`config.mk`:
```
export PLATFORM = sky130hd
export DESIGN_NAME = dbat_top
export DESIGN_NICKNAME = d
export VERILOG_FILES = /design/src/common/dbat_pkg.sv /design/src/dbat_top.sv /design/src/dbat_xlate.sv
export VERILOG_INCLUDE_DIRS = /design/src /design/src/common
export SDC_FILE = /design/constraint.sdc
export NUM_CORES = 1
export LEC_CHECK = 0
export ABC_AREA = 0
export BUFFER_PORTS_ARGS = -buffer_cell sky130_fd_sc_hd__buf_2
export CAP_MARGIN = 0
export CORE_AREA = 2 2 88 111
export CTS_CLUSTER_DIAMETER = 60
export DETAILED_ROUTE_END_ITERATION = 8
export DIE_AREA = 0 0 90 113
export GPL_TIMING_DRIVEN = 1
export HOLD_SLACK_MARGIN = 0.15
export PLACE_DENSITY = 0.75
export SLEW_MARGIN = 20
export SYNTH_ARGS = -nofsm -noshare
export SYNTH_HDL_FRONTEND = slang
export SYNTH_SLANG_ARGS = --single-unit
```
`constraint.sdc`:
```
create_clock -name clock -period 2.1 [get_ports clock]
set_clock_uncertainty 0.1 [all_clocks]
set_input_delay 0.21 -clock clock [delete_from_list [all_inputs] [get_ports clock]]
set_output_delay 0.21 -clock clock [all_outputs]
set_load 0.03 [all_outputs]
```
`src/common/dbat_regs.svh`:
```
// Register offsets, field positions, reset values and sequencing counts
// of the DRAM bank address translator.
// Assumes a byte-addressed classic Wishbone slave with 32-bit data.
//
// Functional notes
// - One, two or four 16-bit banks
// - Each bank has low and high byte halves
// - Each byte half may carry a parity bit
// - 256K or 1M DRAM selected by configuration
// - Translation follows software-programmed size and banks
// - Local access drives strobes, write enable, address
// - Separate row, low, high strobes per bank
// - One shared write enable and address bus
// - Ten multiplexed outputs from CPU word address
// - Mapping depends on density, banks and mode
// - Row outputs 0..5 carry A13..A18 always
// - Fast 256K one bank row/column map
// - Fast 1M top output: A11/A21 row, A10 column
// - Two fast and two slow memory modes
// - Fast modes page-interleave, slow modes with two or four banks word-interleave
`ifndef DBAT_REGS_SVH
`define DBAT_REGS_SVH

// ---------------------------------------------------------------
// Register byte offsets
// ---------------------------------------------------------------
`define DBAT_CFG_OFS 8'h00
`define DBAT_STAT_OFS 8'h04
`define DBAT_COUNT_OFS 8'h08

// ---------------------------------------------------------------
// Configuration fields and reset value
// ---------------------------------------------------------------
`define DBAT_CFG_SIZE_BIT 0
`define DBAT_CFG_BANKS_LSB 1
`define DBAT_CFG_MODE_LSB 3
`define DBAT_CFG_PARITY_BIT 5
`define DBAT_CFG_RST 6'h00

// ---------------------------------------------------------------
// Access sequence: cycles from the taking edge to the done pulse
// ---------------------------------------------------------------
`define DBAT_DONE_LATENCY 3

`endif

```
`src/common/dbat_pkg.sv`:
```
// Types shared by the DRAM bank address translator files.
// Assumes nothing beyond a SystemVerilog compiler.
package dbat_pkg;

   // ---------------------------------------------------------------
   // Memory modes, bank counts, configuration and access states
   // ---------------------------------------------------------------
   typedef enum logic [1:0] {
      fast_mode_one = 2'h0,
      fast_mode_four = 2'h1,
      slow_mode_one = 2'h2,
      slow_mode_two = 2'h3
   } dbat_mode_type;

   typedef enum logic [1:0] {
      banks_one = 2'h0,
      banks_two = 2'h1,
      banks_four = 2'h2,
      banks_rsvd = 2'h3
   } dbat_banks_type;

   typedef struct packed {
      logic parity_fitted;
      dbat_mode_type mode;
      dbat_banks_type banks;
      logic size_1m;
   } dbat_cfg_type;

   typedef enum logic [1:0] {
      st_idle = 2'h0,
      st_row = 2'h1,
      st_col = 2'h2,
      st_done = 2'h3
   } dbat_state_type;

   // ---------------------------------------------------------------
   // Carriers
   // ---------------------------------------------------------------
   typedef struct packed {
      logic valid;
      logic write;
      logic byte_lo;
      logic byte_hi;
      logic [23:1] cpu_word_addr;
   } dbat_mem_req_type;

   typedef struct packed {
      logic [3:0] row_strobe_n;
      logic [3:0] col_strobe_lo_n;
      logic [3:0] col_strobe_hi_n;
      logic write_en_n;
      logic [9:0] mux_addr;
   } dbat_dram_type;

endpackage

```
`src/dbat_top.sv`:
```
// DRAM bank address translator: Wishbone configuration slave and
// a per-access row/column strobe sequencer for up to four banks.
// Assumes the request is synchronous to clock and held until done.
//
// Local design decisions: the placing of the registers and the Wishbone register port.
`timescale 1ns/1ps
`default_nettype none
`include "dbat_regs.svh"

module dbat_top
   import dbat_pkg::*;
(
   input wire logic clock,
   input wire logic arst_n,
   input wire logic wb_cyc_i,
   input wire logic wb_stb_i,
   input wire logic wb_we_i,
   input wire logic [7:0] wb_adr_i,
   input wire logic [3:0] wb_sel_i,
   input wire logic [31:0] wb_dat_i,
   output logic [31:0] wb_dat_o,
   output logic wb_ack_o,
   input wire dbat_mem_req_type mem_req,
   output logic mem_done,
   output dbat_dram_type dram,
   output logic parity_en
);

   typedef struct packed {
      dbat_state_type st;
      dbat_cfg_type cfg;
      logic [23:1] addr;
      logic wr;
      logic lo;
      logic hi;
      logic [1:0] bank;
      logic [9:0] col;
      logic [15:0] count;
      dbat_dram_type dram;
      logic done;
      logic ack;
      logic [31:0] rdat;
   } dbat_top_state_type;

   dbat_top_state_type q;
   dbat_top_state_type d;
   logic [9:0] x_row;
   logic [9:0] x_col;
   logic [1:0] x_bank;
   logic wb_req;

   // ---------------------------------------------------------------
   // Address translation
   // ---------------------------------------------------------------
   dbat_xlate u_xlate (
      .cfg(q.cfg),
      .addr(mem_req.cpu_word_addr),
      .row(x_row),
      .col(x_col),
      .bank(x_bank)
   );

   assign wb_req = wb_cyc_i & wb_stb_i & ~q.ack;

   // ---------------------------------------------------------------
   // Next state
   // ---------------------------------------------------------------
   always_comb begin
      d = q;
      d.ack = wb_req;
      d.done = 1'b0;
      // Register bus
      if (wb_req) begin
         d.rdat = 32'h0000_0000;
         case (wb_adr_i)
            `DBAT_CFG_OFS: begin
               d.rdat[5:0] = q.cfg;
               if (wb_we_i && wb_sel_i[0]) begin
                  d.cfg = dbat_cfg_type'(wb_dat_i[5:0]);
               end
            end
            `DBAT_STAT_OFS: begin
               d.rdat[1:0] = q.st;
               d.rdat[3:2] = q.bank;
               d.rdat[13:4] = q.col;
            end
            `DBAT_COUNT_OFS: begin
               d.rdat[15:0] = q.count;
            end
            default: begin
               d.rdat = 32'h0000_0000;
            end
         endcase
      end
      // Access sequencer
      case (q.st)
         st_idle: begin
            if (mem_req.valid) begin
               d.st = st_row;
               d.addr = mem_req.cpu_word_addr;
               d.wr = mem_req.write;
               d.lo = mem_req.byte_lo;
               d.hi = mem_req.byte_hi;
               d.bank = x_bank;
               d.col = x_col;
               d.dram.mux_addr = x_row;
               d.dram.row_strobe_n = ~(4'h1 << x_bank);
            end
         end
         st_row: begin
            d.st = st_col;
            d.dram.mux_addr = q.col;
            d.dram.write_en_n = ~q.wr;
            d.dram.col_strobe_lo_n = ~({3'h0, q.lo} << q.bank);
            d.dram.col_strobe_hi_n = ~({3'h0, q.hi} << q.bank);
         end
         st_col: begin
            d.st = st_done;
            d.done = 1'b1;
            d.count = q.count + 16'h0001;
            d.dram.row_strobe_n = 4'hf;
            d.dram.col_strobe_lo_n = 4'hf;
            d.dram.col_strobe_hi_n = 4'hf;
            d.dram.write_en_n = 1'b1;
         end
         default: begin
            d.st = st_idle;
         end
      endcase
   end

   // ---------------------------------------------------------------
   // State register
   // ---------------------------------------------------------------
   always_ff @(posedge clock or negedge arst_n) begin
      if (!arst_n) begin
         q <= '0;
         q.st <= st_idle;
         q.cfg <= dbat_cfg_type'(`DBAT_CFG_RST);
         q.dram.row_strobe_n <= 4'hf;
         q.dram.col_strobe_lo_n <= 4'hf;
         q.dram.col_strobe_hi_n <= 4'hf;
         q.dram.write_en_n <= 1'b1;
      end else begin
         q <= d;
      end
   end

   assign wb_dat_o = q.rdat;
   assign wb_ack_o = q.ack;
   assign mem_done = q.done;
   assign dram = q.dram;
   assign parity_en = q.cfg.parity_fitted;

   // ---------------------------------------------------------------
   // Configuration decode for the checks
   // ---------------------------------------------------------------
   logic prop_slow;
   logic prop_multi;
   logic prop_four;
   logic prop_big;

   assign prop_slow = q.cfg.mode[1];
   assign prop_multi = (q.cfg.banks != banks_one);
   assign prop_four = q.cfg.banks[1];
   assign prop_big = q.cfg.size_1m;
endmodule

`default_nettype wire

```
`src/dbat_xlate.sv`:
```
// Combinational CPU word address to row, column and bank translation.
// Assumes a stable configuration while an access is being taken.
`timescale 1ns/1ps
`default_nettype none

module dbat_xlate
   import dbat_pkg::*;
(
   input wire dbat_cfg_type cfg,
   input wire logic [23:1] addr,
   output logic [9:0] row,
   output logic [9:0] col,
   output logic [1:0] bank
);

   logic slow;
   logic multi;
   logic four;

   always_comb begin
      slow = cfg.mode[1];
      multi = (cfg.banks != banks_one);
      four = cfg.banks[1];
      row = 10'h000;
      col = 10'h000;
      bank = 2'h0;
      row[5:0] = addr[18:13];
      row[6] = addr[12];
      row[7] = addr[11];
      row[8] = addr[10];
      col[8:0] = addr[9:1];
      if (!slow || !multi) begin
         // Banks interleaved by page
         if (cfg.size_1m) begin
            row[9] = multi ? addr[21] : addr[11];
            row[8] = addr[19];
            row[7] = addr[20];
            col[9] = addr[10];
            if (multi) begin
               bank = {four & addr[22], addr[11]};
            end
         end else if (multi) begin
            row[8] = addr[19];
            if (four) begin
               row[7] = addr[20];
               bank = {addr[11], addr[10]};
            end else begin
               bank = {1'b0, addr[10]};
            end
         end
      end else begin
         // Banks interleaved by word: low address bits pick the bank
         row[8] = addr[19];
         if (cfg.size_1m) begin
            row[9] = addr[21];
            row[7] = addr[20];
            col[9] = four ? addr[12] : addr[11];
            if (four) begin
               row[6] = addr[22];
            end
         end else if (four) begin
            row[7] = addr[20];
         end
         col[0] = addr[10];
         if (four) begin
            col[8:2] = addr[9:3];
            col[1] = addr[11];
            bank = addr[2:1];
         end else begin
            col[8:1] = addr[9:2];
            bank = {1'b0, addr[1]};
         end
      end
   end

endmodule

`default_nettype wire

```
Yosys cells after proc, flatten, opt, wreduce, memory -nomap -nowiden. Cells that the tools add are included.

Bits in read-only memories: 0. Bits in registers: 80. Bits in latches: 0. Bits in writable memories: 0. Memories: 0.

Eq/ne operators: 5. Div/mod/pow operators: 0. Add/sub/neg operators: 1. $mul: 0. Shift-type cells: 3. Reductions and logical operators: 14. Order comparisons: 0. Multiplexer cells: 34. Bitwise logic cells: 8.

Operators with widths (count): 2-to-1 mux 2 bit (11); one-hot mux 10 bit (2 select lines) (1); one-hot mux 6 bit (3 select lines) (1); one-hot mux 9 bit (2 select lines) (1); adder 16 x 1 -> 16 bit, second input constant (1); one-hot mux 8 bit (2 select lines) (1); 2-to-1 mux 1 bit (14); NOT 4 bit (3); 2-to-1 mux 10 bit (1); == test 8 x 3 -> 1 bit, second input constant (1); == test 8 x 4 -> 1 bit, second input constant (1); logical NOT 8 bit (1); one-hot mux 4 bit (2 select lines) (1); nonzero test 2 bit (4); << shifter 1 x 2 -> 4 bit (2); one-hot mux 2 bit (3 select lines) (1); AND reduction 2 bit (3); 2-to-1 mux 4 bit (1); << shifter 1 x 2 -> 4 bit, first input constant (1); AND 1 bit (3); 2-to-1 mux 3 bit (1); AND reduction 3 bit (1); == test 2 x 1 -> 1 bit, second input constant (1); == test 2 bit, second input constant (1); other kinds (6) (8).

Depth between registers and ports, before layout.
Depth in word-level cells: 8. Gate-level depth with buffers: 9.

By module. From an unflattened synthesis, not the netlist that was laid out.

Cells, all modules: 394. Area, all modules: 4270.3 µm².

By module, submodules not included: dbat_top (instances 1, cells an instance 356, area an instance 3941.3 µm², seq. area each 2018.2 µm²); dbat_xlate (instances 1, cells an instance 38, area an instance 329.1 µm², seq. area each 0.0 µm²).

Worst setup path after synthesis. No wires, ideal clock.

Path type: register to register. Start point: register q, in the netlist wb_ack_o. End point: register, netlist name parity_en. Setup time: 125 ps. Path buffers: 1. Arrival: 2022 ps. Cell stages (with the launch flop): 6. Setup slack: -147 ps. Cells stage by stage: dfrtp_1 -> nand3b_1 -> or4_1 -> buf_6 -> nor3_4 -> mux2_2.

Longest elaborated chain between the ends: 3.

RTL lines: start, declared (RTL line dbat_top.sv:45) `dbat_top_state_type q;`; NOT 1 bit (RTL line dbat_top.sv:63) `assign wb_req = wb_cyc_i & wb_stb_i & ~q.ack;`; AND 1 bit (RTL line dbat_top.sv:63); AND reduction 3 bit (no source line).

Every way passes these cells. A chain may end at the register's enable or synchronous reset.

Final worst setup path.
Start point: register q, in the netlist wb_ack_o. End point: register, netlist name parity_en.

Longest elaborated chain between the ends: 3.

RTL lines (RTL line): NOT 1 bit (dbat_top.sv:63); AND 1 bit (dbat_top.sv:63); AND reduction 3 bit (no source line).

Every way passes these cells.

==> flow_summary.yaml <==
status:
  outcome: "complete, no violations"
synthesis:
  syn_inst: 389
  synth_common_cells: "67 x dfrtp_1, 55 x buf_4, 30 x nand2_1"
  synth_cell_types: 45
  synth.top_cell.area_share: 0.410
  ys_top_cells_by_area: "dfrtp_1 41%, buf_4 10%, dfstp_2 8.4%"
  ys_dominant_reg_cell: "dfrtp_1"
  synth_area_sq_um: 4090
  yosysSeqAreaShare: 0.494
  yosys_warnings: 0
  synthArstFlopShare: 1.00
  postSynthAreaPerCell_sq_um: 10.5
  synth_edf_count: 0
  synth_most_common_cell: "dfrtp_1"
  synth_top_area_cell: "dfrtp_1"
  ys_ff_latch: 80
timing:
  finalHoldViolations: 0
  finalSetupViolCount: 0
  tightest_slew_ns: 0.527
  period_share: 0.945
  fmax_mhz: 504
  slew_viol_final: 0
  fin_crit_ns: 1.98
  setup_slack_ns: 0.115
  rsz0062_at_grt: "no"
  max_slew_margin: 0.649
routing:
  avgViaCountPerCell: 5.00
  drt_pass1_iterations: 4
  drt-wirelength-per-cell_microns: 15.0
  drt_wl_total_microns: 8990
  detail-route-antenna-nets: 0
  first_iter_violations: 82
  drcViolationCount: 0
  route.vias.total: 2992
final_layout:
  final_layout_size_suffix_gt1_frac: 0.324
  fillers: 844
  nNetsFinal: 550
  design_area_sq_um: 4950
  synthToLayoutAreaGrowth_pct: 21.1
  fin_cells: 598
  diodes: 0
clocking:
  clk_latency_ns: 0.33
  cts_tree: "yes"
  clock_sinks: 80
  post_cts_buffers: 0
  cts_buffer_depth: 2
  h-tree-depth: 3
  path_clk_slew_ns: 0.06
  cts_buffers: 9
  cts-root-buf: "clkbuf_16"
worst_setup_path:
  end_kind: "flop"
  worstPathRequired_ns: 2.21
  path_class: "flop to flop"
  start_kind: "flop"
  worst-path-max-fanout: 6
  arrival_ns: 2.09
die:
  die_h_microns: 113
  die_area_sq_um: 10200
  io_pins: 134
  die_w_microns: 90
  start_util: 0.450
  num_rows: 39
  fp.coreArea_sq_um: 9080
grt:
  antenna_found_initial: 0
  grt_overflow: 0
  grt_pass1_wl_microns: 15000
  grt_max_degree: 36
  grt_use_total: 0.184
  grt_pass1_vias: 3070
placement:
  dp.cells: 555
  port-buffer-count: 87
  dp_slack_ns: -0.185
  dp_hpwl_microns: 6460
  gp_congestion: 0.790
  placed_cell_area_sq_um: 4370
power_and_ir_drop:
  leakagePower_nw: 2.40
  p_total_mw: 5.38
  powerDensity_nw_per_um2: 1090
  ir_drop_mv: 0.574
hold_path:
  hold_path_class: "input pin to flop"
job:
  cap_violations: 0
-- critical path: stages, from the launching register on --
cell      delay [ns]
dfrtp_2         0.39
nand3b_1        0.19
or4_4           0.47
nor3_4          0.21
buf_6           0.15
mux2_2          0.34
-- through the flow --
stage | hold slack, ns | TNS (ns) | util
floorplan | -0.186 | -0.757 | -
global placement | 0.0846 | -1.91 | 0.482
detailed placement | 0.0985 | -2.05 | 0.482
CTS | 0.192 | 0 | 0.545
global route | 0.222 | 0 | 0.545
finish | 0.184 | 0 | 0.545
-- cells in the final DEF, fill, tap and decap left out, types with 11 or more instances in the layout --
| master | n |
|---|---|
| nor2_1 | 26 |
| and2_1 | 11 |
| mux2i_1 | 18 |
| dfrtp_1 | 66 |
| buf_2 | 86 |
| a21oi_1 | 17 |
| mux2_2 | 22 |
| o21ai_0 | 23 |
| nand2_1 | 30 |
| dlygate4sd3_1 | 27 |
| conb_1 | 16 |
| buf_4 | 12 |
| dfstp_2 | 13 |
-- cells by family (layout without fill, tap and decap cells) --
logic type | count (synthesis) | after routing | synth area share
and+or+nand+nor | 107 | 107 | 0.133
buffers and inverters | 82 | 153 | 0.130
DFF | 80 | 80 | 0.494
AOI/OAI and AO/OA | 60 | 60 | 0.0934
muxes | 40 | 40 | 0.105
xor gates and xnor gates | 15 | 15 | 0.0321
adders and majority gates | 4 | 4 | 0.0122
other | 1 | 16 | 0.000917
-- state kept, by name, indices dropped and copies added, names as in the netlist --
signal	cells
dram	23
mem_done	1
parity_en	1
prop_big	1
prop_four	1
prop_slow	1
q	35
wb_ack_o	1
wb_dat_o	16
-- power breakdown --
part | internal (mW) | switching [mW] | total [mW] | leakage (nW)
clock | 0.984 | 0.580 | 1.56 | 0.146
combinational | 0.631 | 1.02 | 1.65 | 1.24
sequential | 1.91 | 0.264 | 2.17 | 1.02
-- timing repair --
item	CTS	global route
gates resized for setup	2	0
setup endpoints to repair	6	12
gates cloned	0	0
hold buffers	27	0
pin swaps	0	1
endpoints found under the hold margin	89	0
-- routing by layer --
| metal | global-route usage | share of wire | up-vias |
|---|---|---|---|
| met4 | 0.0626 | 0.016 | 0 |
| met5 | 0 | 0 | - |
| met3 | 0.0446 | 0.045 | 13 |
| met1 | 0.221 | 0.41 | 1482 |
| li1 | - | - | 1424 |
| met2 | 0.325 | 0.53 | 73 |
-- worst paths after layout --
check	startpoint	endpoint	slack (ns)	cells past startpoint
max in group asynchronous	arst_n	dram[21]	0.95	3
worst max-delay path	wb_ack_o	parity_en	0.12	5
worst min-delay path	mem_req[10]	q[74]	0.18	3
min in group asynchronous	arst_n	q[118]	0.29	2
worst max register to register	wb_ack_o	parity_en	0.12	5
worst min register to register	q[87]	dram[10]	0.33	1
-- cell type report --
type | count | area (sq um) | area share
flip-flops and latches | 80 | 2020 | 0.408
multi-input cells | 242 | 1600 | 0.323
repair buffers | 128 | 842 | 0.170
clock buffers | 13 | 260 | 0.0526
well taps | 123 | 154 | 0.0311
clock inverters | 3 | 42.5 | 0.00859
inverters | 9 | 33.8 | 0.00682
Power figures use the tool's default switching activity.
